$ cat src/core/rsc_defs.vh
// constants for the reset start-up sequencer and reset-cause flags
`ifndef RSC_DEFS_VH
`define RSC_DEFS_VH

// clock and power-up delay timing
`define RSC_CLK_HZ 10000000
`define RSC_PUT_MS 64
`define RSC_PUT_CYCLES ((`RSC_PUT_MS * `RSC_CLK_HZ) / 1000)
`define RSC_PUT_WIDTH 20

// register offsets
`define RSC_ADDR_W 4
`define RSC_OFF_CAUSE 4'h0
`define RSC_OFF_STATUS 4'h1
`define RSC_OFF_SEQ 4'h2
`define RSC_OFF_CTRL 4'h3

// power control register fields
`define RSC_B_OVF 7
`define RSC_B_UNF 6
`define RSC_B_PIN 3
`define RSC_B_INSTR 2
`define RSC_B_POR 1
`define RSC_B_BOR 0
`define RSC_CAUSE_IMPL 8'hCF
`define RSC_CAUSE_POR 8'h0C

// status register fields
`define RSC_B_TO 1
`define RSC_B_PD 0

// sequencer status fields
`define RSC_B_HOLD 0
`define RSC_B_STARTUP 1
`define RSC_B_PUT_BUSY 2

// control register fields and reset value
`define RSC_B_PUT_EN_N 0
`define RSC_B_PIN_EN 1
`define RSC_B_STK_EN 2
`define RSC_B_OSC_REQ 3
`define RSC_CTRL_RESET 8'h06

// program counter vectors
`define RSC_PC_W 16
`define RSC_VEC_RESET 16'h0000
`define RSC_VEC_IRQ 16'h0004

`endif

$ cat src/core/rsc_reset_seq.v
// reset start-up sequencer and reset-cause flag recorder
`include "rsc_defs.vh"

// Notes on behaviour
// - programming mode exit acts as power-on reset
// - enabled power-up timer holds execution after power events
// - timer enabled when bit clear; 64 ms
// - start waits timer, oscillator, and pin release
// - timers ignore pin; run at once on release
// - every reset updates the cause flags
// - power-on: pc zero, fixed flag pattern except brown-out flag kept
// - brown-out: pc zero, power-on flag kept
// - watchdog clears timeout; sleep wake continues
// - interrupt wake continues; vector 0004h if enabled
// - pin reset running clears only pin flag
// - pin reset asleep also sets timeout, clears sleep
// - reset instruction clears its flag, restarts
// - enabled stack overflow sets flag, restarts
// - enabled stack underflow sets flag, restarts
// - flag layout bits 7,6,3..0; 5,4 zero
// - hardware sets stack flags, clears others
// - unimplemented status bits read zero
module rsc_reset_seq #(
	parameter PUT_CYCLES = `RSC_PUT_CYCLES,
	parameter PUT_WIDTH = `RSC_PUT_WIDTH,
	parameter [7:0] CAUSE_IMPL = `RSC_CAUSE_IMPL
) (
	// clock and reset
	input wire clock,
	input wire rst,
	// register port
	input wire [`RSC_ADDR_W-1:0] reg_addr,
	input wire [7:0] reg_wr_data,
	input wire reg_wr,
	input wire reg_rd,
	output reg [7:0] reg_rd_data,
	// reset sources
	input wire por_active,
	input wire bor_active,
	input wire prog_exit,
	input wire ext_reset_pin,
	input wire wdt_expired,
	input wire reset_instr_exec,
	input wire stack_overflow,
	input wire stack_underflow,
	input wire irq_wake,
	// core context
	input wire in_sleep,
	input wire global_irq_enable,
	input wire osc_start_done,
	// core control
	output reg core_hold,
	output reg pc_load,
	output reg [`RSC_PC_W-1:0] pc_load_addr,
	output reg wake_continue,
	output reg push_return,
	// status bits
	output reg watchdog_timeout_flag,
	output reg sleep_entry_flag
);

	////////////////////////////////////////////////////////////////////////
	// sequencer states
	localparam [1:0] ST_POWER = 2'b00;
	localparam [1:0] ST_STARTUP = 2'b01;
	localparam [1:0] ST_RUN = 2'b10;
	localparam [1:0] ST_PINHOLD = 2'b11;

	////////////////////////////////////////////////////////////////////////
	// state and registers
	reg [1:0] state_reg;
	reg [1:0] state_next;
	reg [7:0] power_control_reg;
	reg [7:0] power_control_next;
	reg [7:0] ctrl_reg;
	reg [7:0] ctrl_next;
	reg timeout_next;
	reg sleep_next;
	reg timer_start;
	reg restart;
	reg wake;
	reg push;
	reg hold_next;
	reg pc_load_next;
	reg [`RSC_PC_W-1:0] pc_addr_next;
	reg [7:0] rd_next;

	wire put_busy;
	wire put_done;
	wire power_up_delay_enable_n;
	wire ext_pin_enable;
	wire stack_error_reset_enable;
	wire osc_required;
	wire pin_low;
	wire put_ok;
	wire osc_ok;

	////////////////////////////////////////////////////////////////////////
	// address decode shared by reads and writes
	function hit;
		input [`RSC_ADDR_W-1:0] addr;
		input [`RSC_ADDR_W-1:0] offset;
		begin
			hit = (addr == offset);
		end
	endfunction

	////////////////////////////////////////////////////////////////////////
	// configuration bits
	assign power_up_delay_enable_n = ctrl_reg[`RSC_B_PUT_EN_N];
	assign ext_pin_enable = ctrl_reg[`RSC_B_PIN_EN];
	assign stack_error_reset_enable = ctrl_reg[`RSC_B_STK_EN];
	assign osc_required = ctrl_reg[`RSC_B_OSC_REQ];

	// pin held low only counts when the pin function is enabled
	assign pin_low = ext_pin_enable & ~ext_reset_pin;
	assign put_ok = power_up_delay_enable_n | put_done;
	assign osc_ok = ~osc_required | osc_start_done;

	////////////////////////////////////////////////////////////////////////
	// power-up delay timer; counts whatever the pin does
	rsc_delay_timer #(
		.WIDTH(PUT_WIDTH),
		.CYCLES(PUT_CYCLES)
	) u_put (
		.clock(clock),
		.rst(rst),
		.start(timer_start),
		.busy(put_busy),
		.done(put_done)
	);

	////////////////////////////////////////////////////////////////////////
	// next-state and flag logic
	always @* begin
		state_next = state_reg;
		power_control_next = power_control_reg;
		ctrl_next = ctrl_reg;
		timeout_next = watchdog_timeout_flag;
		sleep_next = sleep_entry_flag;
		timer_start = 1'b0;
		restart = 1'b0;
		wake = 1'b0;
		push = 1'b0;

		// firmware writes land first so a hardware event below wins
		if (reg_wr && hit(reg_addr, `RSC_OFF_CAUSE)) begin
			power_control_next = reg_wr_data & CAUSE_IMPL;
		end
		if (reg_wr && hit(reg_addr, `RSC_OFF_CTRL)) begin
			ctrl_next = reg_wr_data;
		end

		if (por_active || prog_exit) begin
			// brown-out flag is undefined here and simply kept
			power_control_next[`RSC_B_OVF] = 1'b0;
			power_control_next[`RSC_B_UNF] = 1'b0;
			power_control_next[`RSC_B_PIN] = 1'b1;
			power_control_next[`RSC_B_INSTR] = 1'b1;
			power_control_next[`RSC_B_POR] = 1'b0;
			timeout_next = 1'b1;
			sleep_next = 1'b1;
			state_next = ST_POWER;
		end else if (bor_active) begin
			power_control_next[`RSC_B_OVF] = 1'b0;
			power_control_next[`RSC_B_UNF] = 1'b0;
			power_control_next[`RSC_B_PIN] = 1'b1;
			power_control_next[`RSC_B_INSTR] = 1'b1;
			power_control_next[`RSC_B_BOR] = 1'b0;
			timeout_next = 1'b1;
			sleep_next = 1'b1;
			state_next = ST_POWER;
		end else begin
			case (state_reg)
			ST_POWER: begin
				// supply released: start the delay from here
				timer_start = 1'b1;
				state_next = ST_STARTUP;
			end
			ST_STARTUP: begin
				if (put_ok && osc_ok && !pin_low) begin
					state_next = ST_RUN;
					restart = 1'b1;
				end
			end
			ST_RUN: begin
				if (pin_low) begin
					power_control_next[`RSC_B_PIN] = 1'b0;
					if (in_sleep) begin
						timeout_next = 1'b1;
						sleep_next = 1'b0;
					end
					state_next = ST_PINHOLD;
				end else begin
					if (wdt_expired) begin
						timeout_next = 1'b0;
						if (in_sleep) begin
							sleep_next = 1'b0;
							wake = 1'b1;
						end else begin
							restart = 1'b1;
						end
					end else if (irq_wake && in_sleep) begin
						timeout_next = 1'b1;
						sleep_next = 1'b0;
						wake = 1'b1;
						push = global_irq_enable;
					end
					if (reset_instr_exec) begin
						power_control_next[`RSC_B_INSTR] = 1'b0;
						restart = 1'b1;
					end
					if (stack_overflow && stack_error_reset_enable) begin
						power_control_next[`RSC_B_OVF] = 1'b1;
						restart = 1'b1;
					end
					if (stack_underflow && stack_error_reset_enable) begin
						power_control_next[`RSC_B_UNF] = 1'b1;
						restart = 1'b1;
					end
				end
			end
			ST_PINHOLD: begin
				if (!pin_low) begin
					state_next = ST_RUN;
					restart = 1'b1;
				end
			end
			default: begin
				state_next = ST_POWER;
			end
			endcase
		end
	end

	////////////////////////////////////////////////////////////////////////
	// core-facing outputs; a restart's reset vector wins over a wake's interrupt vector in one cycle
	always @* begin
		hold_next = (state_next != ST_RUN) | restart;
		pc_load_next = restart | push;
		if (restart) begin
			pc_addr_next = `RSC_VEC_RESET;
		end else if (push) begin
			pc_addr_next = `RSC_VEC_IRQ;
		end else begin
			pc_addr_next = pc_load_addr;
		end
	end

	////////////////////////////////////////////////////////////////////////
	// read mux; bits 5 and 4 and unbuilt bits zero except for the control register, which reads back whole
	always @* begin
		rd_next = 8'h00;
		if (reg_rd) begin
			if (hit(reg_addr, `RSC_OFF_CAUSE)) begin
				rd_next = power_control_reg & CAUSE_IMPL;
			end else if (hit(reg_addr, `RSC_OFF_STATUS)) begin
				rd_next[`RSC_B_TO] = watchdog_timeout_flag;
				rd_next[`RSC_B_PD] = sleep_entry_flag;
			end else if (hit(reg_addr, `RSC_OFF_SEQ)) begin
				rd_next[`RSC_B_HOLD] = core_hold;
				rd_next[`RSC_B_STARTUP] = (state_reg == ST_STARTUP);
				rd_next[`RSC_B_PUT_BUSY] = put_busy;
			end else if (hit(reg_addr, `RSC_OFF_CTRL)) begin
				rd_next = ctrl_reg;
			end else begin
				rd_next = 8'h00;
			end
		end
	end

	////////////////////////////////////////////////////////////////////////
	// registers; rst is treated as a power-on reset
	always @(posedge clock) begin
		if (rst) begin
			state_reg <= ST_POWER;
			power_control_reg <= `RSC_CAUSE_POR;
			ctrl_reg <= `RSC_CTRL_RESET;
			watchdog_timeout_flag <= 1'b1;
			sleep_entry_flag <= 1'b1;
			core_hold <= 1'b1;
			pc_load <= 1'b0;
			pc_load_addr <= `RSC_VEC_RESET;
			wake_continue <= 1'b0;
			push_return <= 1'b0;
			reg_rd_data <= 8'h00;
		end else begin
			state_reg <= state_next;
			// flags untouched by an event keep their value
			power_control_reg <= power_control_next & CAUSE_IMPL;
			ctrl_reg <= ctrl_next;
			watchdog_timeout_flag <= timeout_next;
			sleep_entry_flag <= sleep_next;
			core_hold <= hold_next;
			pc_load <= pc_load_next;
			pc_load_addr <= pc_addr_next;
			wake_continue <= wake;
			push_return <= push;
			reg_rd_data <= rd_next;
		end
	end

endmodule

$ cat src/core/rsc_delay_timer.v
// one-shot down counter used as the power-up delay timer
`include "rsc_defs.vh"

module rsc_delay_timer #(
	parameter WIDTH = `RSC_PUT_WIDTH,
	parameter CYCLES = `RSC_PUT_CYCLES
) (
	// clock and reset
	input wire clock,
	input wire rst,
	// control
	input wire start,
	// status
	output reg busy,
	output reg done
);

	reg [WIDTH-1:0] count_reg;

	////////////////////////////////////////////////////////////////////////
	// counter: a new start always reloads, even mid-count
	always @(posedge clock) begin
		if (rst) begin
			count_reg <= {WIDTH{1'b0}};
			busy <= 1'b0;
			done <= 1'b0;
		end else if (start) begin
			count_reg <= CYCLES[WIDTH-1:0] - {{(WIDTH-1){1'b0}}, 1'b1};
			busy <= 1'b1;
			done <= 1'b0;
		end else if (busy) begin
			if (count_reg == {WIDTH{1'b0}}) begin
				busy <= 1'b0;
				done <= 1'b1;
			end else begin
				count_reg <= count_reg - {{(WIDTH-1){1'b0}}, 1'b1};
			end
		end
	end

endmodule

$ cat config.mk
export PLATFORM = sky130hd
export DESIGN_NAME = rsc_reset_seq
export DESIGN_NICKNAME = d
export VERILOG_FILES = /design/src/core/rsc_reset_seq.v /design/src/core/rsc_delay_timer.v
export VERILOG_INCLUDE_DIRS = /design/src /design/src/core
export SDC_FILE = /design/constraint.sdc
export NUM_CORES = 1
export LEC_CHECK = 0
export BUFFER_PORTS_ARGS = -buffer_cell sky130_fd_sc_hd__buf_2
export CAP_MARGIN = 10
export CORE_MARGIN = 2
export CORE_UTILIZATION = 54
export CTS_CLUSTER_SIZE = 28
export DETAILED_ROUTE_END_ITERATION = 10
export PLACE_DENSITY = 0.8
export SLEW_MARGIN = 40
export SYNTH_ARGS = -nofsm -noshare
export SYNTH_HDL_FRONTEND = slang
export SYNTH_HIERARCHICAL = 1
export SYNTH_SLANG_ARGS = --single-unit
$ cat constraint.sdc
create_clock -name clock -period 2.1 [get_ports clock]
set_input_delay 0.105 -clock clock [delete_from_list [all_inputs] [get_ports clock]]
set_output_delay 0.105 -clock clock [all_outputs]
set_load 0.005 [all_outputs]
==> results of run 1 <==
==> routing by layer <==
layer  up-vias  track usage (%)  part of all wire [%]
li1       1041                -                     -
met1       993             30.8                    47
met2        68             32.5                    46
met3         7             4.28                   4.9
met4         0             10.5                   1.7
met5         -                0                     0
==> logic make-up (layout without fill, tap and decap cells) <==
kind of cell	Yosys count	in the layout	synth area share [%]
other cells	1	15	0.146
buf+inv	30	62	6.93
compound gates	50	50	12.5
xor+xnor	15	15	5.13
fa+ha+maj	2	2	0.976
mux	15	15	6.84
flops	53	53	41.4
simple gates	106	106	26.1
==> synth_stat cells, drive strengths merged, types with 7 or more instances <==
master,count
nor2,38
inv,7
buf,20
o21ai,9
mux2i,13
a21oi,19
nand4,9
xor2,14
dfxtp,53
nor4,10
nand3,8
==> critical path, stage by stage, from the launching register on <==
cell      delay (ps)
dfxtp_1          370
inv_1            100
ha_1             140
nor3b_2          270
nand4_4          190
o211ai_2         310
nor4_1            70
o31a_1           280
==> what timing repair did <==
action	4_1_cts	5_1_grt
endpoints found under the setup margin	0	5
gates resized for setup	0	1
endpoints found under the hold margin	0	0
hold buffers	0	0
==> power by group through the flow <==
stage	combinational [W]	sequential [W]	clock, W
6_report	0.000363	0.00109	0.000623
5_1_grt	0.000398	0.00110	0.000685
4_1_cts	0.000357	0.00109	0.000642
3_5_place_dp	0.000352	0.00111	0
3_3_place_gp	0.000346	0.00111	0
2_1_floorplan	0.000273	0.00110	0
==> cells in the final DEF, fill, tap and decap left out, types with 4 or more instances in the layout <==
| cell | netlist | final |
|---|---|---|
| a21oi_1 | 19 | 19 |
| and2_1 | 6 | 6 |
| buf_2 | 4 | 42 |
| buf_4 | 16 | 5 |
| clkbuf_8 | 0 | 7 |
| conb_1 | 1 | 15 |
| dfxtp_1 | 53 | 53 |
| inv_1 | 7 | 7 |
| mux2i_1 | 13 | 13 |
| nand2_1 | 6 | 6 |
| nand3_1 | 6 | 6 |
| nand4_1 | 8 | 8 |
| nor2_1 | 38 | 38 |
| nor3_1 | 6 | 6 |
| nor4_1 | 4 | 4 |
| o21ai_0 | 5 | 5 |
| o21ai_1 | 4 | 4 |
| xor2_1 | 14 | 14 |
==> worst min path at each step <==
stage	end	cells after the start
final	power_control_reg[0]$_SDFF_PP0_	2
after detailed placement	power_control_reg[0]$_SDFF_PP0_	2
after global routing	power_control_reg[1]$_SDFFE_PP0P_	2
after global placement	power_control_reg[0]$_SDFF_PP0_	2
after floorplan	u_put/count_reg[0]$_SDFFE_PP0P_	1
after CTS	power_control_reg[1]$_SDFFE_PP0P_	2
==> cell type report <==
class | instances | area (sq um) | share of cell area [%]
timing repair buffer | 47 | 248 | 8.59
clock inverter | 1 | 5.00 | 0.173
inverter | 7 | 26.3 | 0.911
multi-input combinational | 203 | 1380 | 47.9
clock buffer | 7 | 96.3 | 3.34
sequential | 53 | 1060 | 36.8
tap | 54 | 67.6 | 2.34
==> metrics by stage <==
stage | total power, W | hold slack, ps
after floorplan | 0.00137 | 174
after global placement | 0.00146 | 335
after detailed placement | 0.00147 | 346
after CTS | 0.00209 | 16.5
after global routing | 0.00218 | 12.3
final | 0.00208 | 27.0
==> results.json, run 1 <==
{
  "track_usage_pct": 22.0,
  "die_w_um": 72.9,
  "postRouteWirelength_um": 5490,
  "required_ps": 2310,
  "grt_pass1_vias": 1929,
  "cp-endpoint": "u_put/count_reg[6]$_SDFFE_PP0P_",
  "grt_start_max_net_pins": 21,
  "ff2ff_setup_slack_ps": 260,
  "dieArea_sq_mm": 0.00531,
  "rows": 25,
  "cp.arrival_ps": 2040,
  "finClkSkew_ps": 9.19,
  "status": "finished, final reports clean",
  "preCtsSetupSlack_ps": 107,
  "htree_levels": 2,
  "p_sw_share_pct": 28.2,
  "syn_inst": 272,
  "period_share_pct": 87.5,
  "fin_util_pct": 61.9,
  "dp_cells": 364,
  "synth-edff-count": 0,
  "drtIter0Drc": 212,
  "startpoint_type": "flop",
  "num_vias": 2109,
  "hold_viol": 0,
  "port_buffers": 42,
  "ir_drop_uv": 392,
  "setup_slack_ps": 262,
  "io-pin-count": 58,
  "setup_viol": 0,
  "ant_nets": 0,
  "cts_root_buf": "clkbuf_8",
  "yosysWarnings": 6,
  "overflow": 0,
  "vias_per_cell": 5.67,
  "layout-drive-gt1-share_pct": 22.3,
  "switchingPower_w": 0.000587,
  "hp-start": "bor_active",
  "largest_reg_flops": 20,
  "intPower_w": 0.00149,
  "synth_area_leaders": "dfxtp_1 41%, nor2_1 5.6%, mux2i_1 5.1%",
  "tritoncts": "done",
  "placed_cell_area_sq_mm": 0.00278,
  "synth-seq-area-share_pct": 41.4,
  "yosys_register_bits": 53,
  "fillCellCount": 420,
  "antenna_cells": 0,
  "antenna_found_initial": 0,
  "cts.sinks": 53,
  "post_cts_buffers": 0,
  "clk_pin_slew_worst_paths_ps": 100,
  "crit_fanout": 7,
  "synthDistinctLibCells": 54,
  "gp_congestion": 0.808,
  "die_h_um": 72.9,
  "syn_to_final_growth_pct": 12.6,
  "numCtsBuffers": 5,
  "fin_crit_ps": 1840,
  "r2r-start": "u_put/count_reg[0]$_SDFFE_PP0P_",
  "yosysTopAreaCellShare_pct": 41.4,
  "dr.pass1.iters": 4,
  "rsz0062_at_grt": "no",
  "worst-r2r-cell-count": 7,
  "drc": 0,
  "power_frac_comb_pct": 17.5,
  "fin_setup_tns_ps": 0,
  "power_frac_clock_pct": 30.0,
  "drv_cap": 0,
  "clk_latency_ps": 300,
  "hpwl_um": 4060,
  "cts.path.max_buffers": 2,
  "pwr-share-seq_pct": 52.5,
  "initial_utilization_pct": 55.0,
  "stdcell_count": 372,
  "grt_pass1_wl_um": 9120,
  "end_kind": "flop",
  "synthesis.area_sq_mm": 0.00256,
  "wl_per_cell_um": 14.8,
  "slew_headroom_pct": 56.9,
  "final_nets": 347,
  "syn_area_per_cell_sq_um": 9.42,
  "async_flop_share_pct": 0,
  "hold_path.class": "in2reg",
  "reg2reg_to": "u_put/count_reg[6]$_SDFFE_PP0P_",
  "core_sq_mm": 0.00466,
  "timing.fmax_mhz": 544,
  "synth_area_leader_cell": "dfxtp_1",
  "final_max_slew_viol_count": 0,
  "cp-startpoint": "u_put/count_reg[0]$_SDFFE_PP0P_",
  "worstSetupPathType": "reg2reg",
  "power_leakage_nw": 1.24,
  "finalInstanceArea_sq_mm": 0.00289,
  "yosys_most_used_dff": "dfxtp_1",
  "powerDensity_mw_per_mm2": 720,
  "worst_pin_slew_ps": 641
}
Power figures use the tool's default switching activity.
==> run 2: changes to the inputs <==
--- a/config.mk
+++ b/config.mk
@@ -8,11 +8,12 @@
 export LEC_CHECK = 0
 export BUFFER_PORTS_ARGS = -buffer_cell sky130_fd_sc_hd__buf_2
 export CAP_MARGIN = 10
-export CORE_MARGIN = 2
+export CORE_MARGIN = 10
 export CORE_UTILIZATION = 54
 export CTS_CLUSTER_SIZE = 28
 export DETAILED_ROUTE_END_ITERATION = 10
 export PLACE_DENSITY = 0.8
+export RECOVER_POWER = 50
 export SLEW_MARGIN = 40
 export SYNTH_ARGS = -nofsm -noshare
 export SYNTH_HDL_FRONTEND = slang
==> run 2 against run 1 <==
Die area grew 49%. Sequential share of layout area rose by 0.45 points. Clock power decreased by 3.5%. Sequential power barely moved. Critical path type unchanged. Highest routed layer unchanged.
==> results.json, run 2 (same netlist as run 1, synthesis figures left out) <==
{
  "rows": 25,
  "regArea_sq_mm": 0.00106,
  "post_cts_buffers": 0,
  "io-pin-count": 58,
  "cts.path.max_buffers": 2,
  "initial_utilization_pct": 55.0,
  "fin_setup_tns_ps": 0,
  "gp_congestion": 0.831,
  "clk_latency_ps": 310,
  "fillCellCount": 420,
  "ir_drop_uv": 413,
  "status": "finished, final reports clean",
  "die_h_um": 88.9,
  "final_cell_mix": "53 x dfxtp_1, 38 x nor2_1, 26 x buf_2",
  "multi_input_area_sq_mm": 0.00137,
  "final_nets": 348,
  "drv_cap": 0,
  "tritoncts": "done",
  "powerDensity_mw_per_mm2": 718,
  "finClkSkew_ps": 5.62,
  "end_kind": "flop",
  "required_ps": 2250,
  "placed_cell_area_sq_mm": 0.00279,
  "startpoint_type": "flop",
  "overflow": 0,
  "fin_crit_ps": 1840,
  "antenna_found_initial": 0,
  "setup_viol": 0,
  "final_common_cell": "dfxtp_1",
  "die_w_um": 88.9,
  "drtIter0Drc": 162,
  "power_leakage_nw": 1.18,
  "dieArea_sq_mm": 0.00790,
  "htree_levels": 2,
  "rsz0062_at_grt": "no",
  "power.total_w": 0.00205,
  "hold_path.class": "in2reg",
  "vias_per_cell": 5.66,
  "wl_per_cell_um": 15.8,
  "hpwl_um": 4400,
  "period_share_pct": 87.8,
  "timing.fmax_mhz": 542,
  "dr.pass1.iters": 4,
  "port_buffers": 42,
  "syn_to_final_growth_pct": 11.2,
  "cts.sinks": 53,
  "slew_headroom_pct": 19.6,
  "num_vias": 2111,
  "grt_start_max_net_pins": 26,
  "ant_nets": 0,
  "stdcell_count": 373,
  "core_sq_mm": 0.00466,
  "grt_pass1_wl_um": 9760,
  "finalInstanceArea_sq_mm": 0.00285,
  "grt_pass1_vias": 2123,
  "cts_root_buf": "clkbuf_8",
  "worst_pin_slew_ps": 1210,
  "final_max_slew_viol_count": 0,
  "worstSetupPathType": "reg2reg",
  "largest_reg_flops": 20,
  "crit_fanout": 12,
  "postRouteWirelength_um": 5890,
  "hold_viol": 0,
  "antenna_cells": 0,
  "clk_pin_slew_worst_paths_ps": 100,
  "numCtsBuffers": 5,
  "layout-drive-gt1-share_pct": 16.9,
  "track_usage_pct": 15.3,
  "cp.arrival_ps": 1990,
  "drc": 0,
  "dp_cells": 365
}
## run 2: report_power, final
group	total, W	switching, W	internal [W]	leakage (nW)
combinational	0.000356	0.000206	0.000150	0.700
sequential	0.00109	0.0000507	0.00104	0.430
clock	0.000601	0.000359	0.000241	0.0447
## run 2: area by class of cell
class / instances / share of cell area [%]
clock buffers: 5 / 2.41
clock inverters: 3 / 0.878
inverters: 7 / 0.922
multi-input cells: 203 / 48.1
flip-flops and latches: 53 / 37.2
well taps: 54 / 2.37
repair buffers: 48 / 8.12
## run 2: worst paths after layout
kind	from	to	slack, ps	depth (start not counted)
setup reg to reg	u_put/count_reg[4]$_SDFFE_PP0P_	u_put/count_reg[14]$_SDFFE_PP0P_	260	5
setup / recovery	u_put/count_reg[4]$_SDFFE_PP0P_	u_put/count_reg[14]$_SDFFE_PP0P_	260	5
hold reg to reg	ctrl_reg[4]$_SDFFE_PP0P_	reg_rd_data[4]$_SDFF_PP0_	490	1
hold / removal	reg_wr_data[4]	ctrl_reg[4]$_SDFFE_PP0P_	20	3
## run 2: routing by layer
layer / global-route usage [%] / routed length, um
met1: 19.8 / 2740
met2: 24.5 / 2740
met3: 3.78 / 368
met4: 4.11 / 46
met5: 0 / 0
## run 2: metrics by stage
| step | util, % | setup WS [ps] | hold slack, ps |
|---|---|---|---|
| after floorplan | - | 293 | 174 |
| after detailed placement | 59.8 | 119 | 342 |
| after CTS | 61.8 | 108 | 4.93 |
| after global routing | 61.2 | 105 | 26.1 |
| final | 61.2 | 256 | 20.2 |
| after global placement | 59.8 | 221 | 331 |
## run 2: what timing repair did
| item | in CTS | in global routing |
|---|---|---|
| setup endpoints to repair | 0 | 1 |
| hold buffers | 0 | 0 |
| resized for setup | 0 | 1 |
## run 2: worst max-delay path, cell delays in order, from the launching register on
cell	delay, ps
dfxtp_1	380
nor4_2	390
and3_1	480
nand4_1	180
xor2_1	180
a21oi_1	80
==> run 3: changes to the inputs <==
--- a/config.mk
+++ b/config.mk
@@ -12,6 +12,7 @@
 export CORE_UTILIZATION = 54
 export CTS_CLUSTER_SIZE = 28
 export DETAILED_ROUTE_END_ITERATION = 10
+export MAX_ROUTING_LAYER = met4
 export PLACE_DENSITY = 0.8
 export RECOVER_POWER = 50
 export SLEW_MARGIN = 40
==> constraint.sdc (replaced) <==
create_clock -name clock -period 2.05 [get_ports clock]
set_input_delay 0.1025 -clock clock [delete_from_list [all_inputs] [get_ports clock]]
set_output_delay 0.1025 -clock clock [all_outputs]
set_load 0.005 [all_outputs]
==> run 3 against run 2 <==
Flip-flop and latch count unchanged. Fmax decreased by 1.9%. Wire length decreased by 1.7%. Critical path depth unchanged. Final cell count decreased by 0.54%. Sequential share of layout area increased by 0.46 points. Via count decreased by 2.1%. Register-to-register slack got worse by 90 ps. Non-clock buffer count decreased by 2. Global-route usage increased by 0.48 points. Combinational power about the same. Critical path type unchanged. Largest cell class unchanged.
==> results.json, run 3 (same netlist as run 1, synthesis figures left out) <==
{
  "status": "finished, final reports clean",
  "hold_buffers": 0,
  "path_buf_inv": 0,
  "worstSetupPathType": "reg2reg",
  "final_max_slew_viol_count": 0,
  "critPathSlowestCell": "and3_1",
  "core_sq_mm": 0.00466,
  "path_cells": "nor4_2, and3_1, nand4_1, xor2_1, a21oi_1",
  "cts.sinks": 53,
  "required_ps": 2190,
  "crit_fanout": 12,
  "cts_root_buf": "clkbuf_8",
  "final_common_cell": "dfxtp_1",
  "fillCellCount": 385,
  "hold_path.class": "in2reg",
  "end_kind": "flop",
  "stdcell_count": 371,
  "numCtsBuffers": 5,
  "postRouteWirelength_um": 5800,
  "startpoint_type": "flop",
  "final_cell_mix": "53 x dfxtp_1, 38 x nor2_1, 27 x buf_2",
  "worst_pin_slew_ps": 1140,
  "clk_pin_slew_worst_paths_ps": 90,
  "die_h_um": 88.9,
  "antenna_cells": 0,
  "tritoncts": "done",
  "rows": 25,
  "hold_viol": 0,
  "dp_cells": 363,
  "clk_latency_ps": 310,
  "ant_nets": 0,
  "port_buffers": 42,
  "crit_path_max_incr_delay_ps": 480,
  "overflow": 0,
  "power_leakage_nw": 1.16,
  "final_nets": 346,
  "cp.arrival_ps": 2020,
  "fin_crit_ps": 1880,
  "timing.fmax_mhz": 532,
  "hpwl_um": 4360,
  "htree_levels": 2,
  "critPathTopFamily": "simple AND/OR/NAND/NOR gates",
  "antenna_found_initial": 0,
  "die_w_um": 88.9,
  "largest_reg_flops": 20,
  "gp_congestion": 0.838,
  "grt_start_max_net_pins": 26,
  "drc": 0,
  "period_share_pct": 91.7,
  "slew_headroom_pct": 24.3,
  "vias_per_cell": 5.57,
  "rsz0062_at_grt": "no",
  "layout-drive-gt1-share_pct": 16.1,
  "grt_pass1_wl_um": 9550,
  "fin_setup_tns_ps": 0,
  "drv_cap": 0,
  "finClkSkew_ps": 9.90,
  "initial_utilization_pct": 55.0,
  "holdWs_ps": 18.7,
  "dieArea_sq_mm": 0.00790,
  "ir_drop_uv": 339,
  "setup_viol": 0,
  "grt_pass1_vias": 2051,
  "num_vias": 2067,
  "dr.pass1.iters": 4,
  "syn_to_final_growth_pct": 9.86,
  "powerDensity_mw_per_mm2": 732,
  "cts.path.max_buffers": 2,
  "io-pin-count": 58,
  "drtIter0Drc": 125,
  "wl_per_cell_um": 15.6,
  "track_usage_pct": 15.7
}
## run 3: cell count changes in the layout (fill, tap and decap cells not counted), sizes merged
cell	change
inv	-1
clkinv	-1
clkinvlp	+1
buf	-1
## run 3: path summary, 6_finish.rpt
| kind | start | to | slack [ps] | cells past startpoint |
|---|---|---|---|---|
| max | u_put/count_reg[4]$_SDFFE_PP0P_ | u_put/count_reg[14]$_SDFFE_PP0P_ | 170 | 5 |
| min | reg_wr_data[4] | ctrl_reg[4]$_SDFFE_PP0P_ | 20 | 3 |
| max reg2reg | u_put/count_reg[4]$_SDFFE_PP0P_ | u_put/count_reg[14]$_SDFFE_PP0P_ | 170 | 5 |
| min reg2reg | ctrl_reg[4]$_SDFFE_PP0P_ | reg_rd_data[4]$_SDFF_PP0_ | 490 | 1 |
## run 3: through the flow
stage          worst slack (ps)  power, W  util [%]  instance area, sq um
2_1_floorplan               243   0.00141         -                  2620
3_3_place_gp                170   0.00149      59.5                  2770
3_5_place_dp                111   0.00149      59.5                  2770
4_1_cts                    94.9   0.00208      61.3                  2860
5_1_grt                    73.2   0.00218      60.4                  2820
6_report                    170   0.00206      60.4                  2820
## run 3: area by class of cell
| cell class | count | area (sq um) | area share, % |
|---|---|---|---|
| multi-input cells | 203 | 1360 | 48.1 |
| clock buffers | 6 | 72.6 | 2.58 |
| repair buffers | 46 | 218 | 7.73 |
| well taps | 54 | 67.6 | 2.40 |
| clock inverters | 2 | 15.0 | 0.533 |
| inverters | 7 | 26.3 | 0.933 |
| flip-flops and latches | 53 | 1060 | 37.7 |
## run 3: tightest hold or removal path: stages
cell and delay (ps):
buf_2 80, mux2i_1 50, nor2_1 70
## run 3: power breakdown
part	internal, W	total [W]	switching (W)
clock network	0.000241	0.000587	0.000345
registers	0.00106	0.00112	0.0000513
logic	0.000153	0.000357	0.000205
total	0.00146	0.00206	0.000602
## run 3: metal layers
layer / global-route usage, % / share of wire, % / up-vias
met1: 20.2 / 47 / 964
li1: - / - / 1044
met5: - / 0 / -
met3: 3.13 / 5.1 / 6
met4: 6.02 / 1.5 / 0
met2: 23.7 / 47 / 53
## run 3: repair_timing
item                                    4_1_cts  5_1_grt
endpoints found under the setup margin        0        3
resized for setup                             0        1
setup buffers                                 0        0
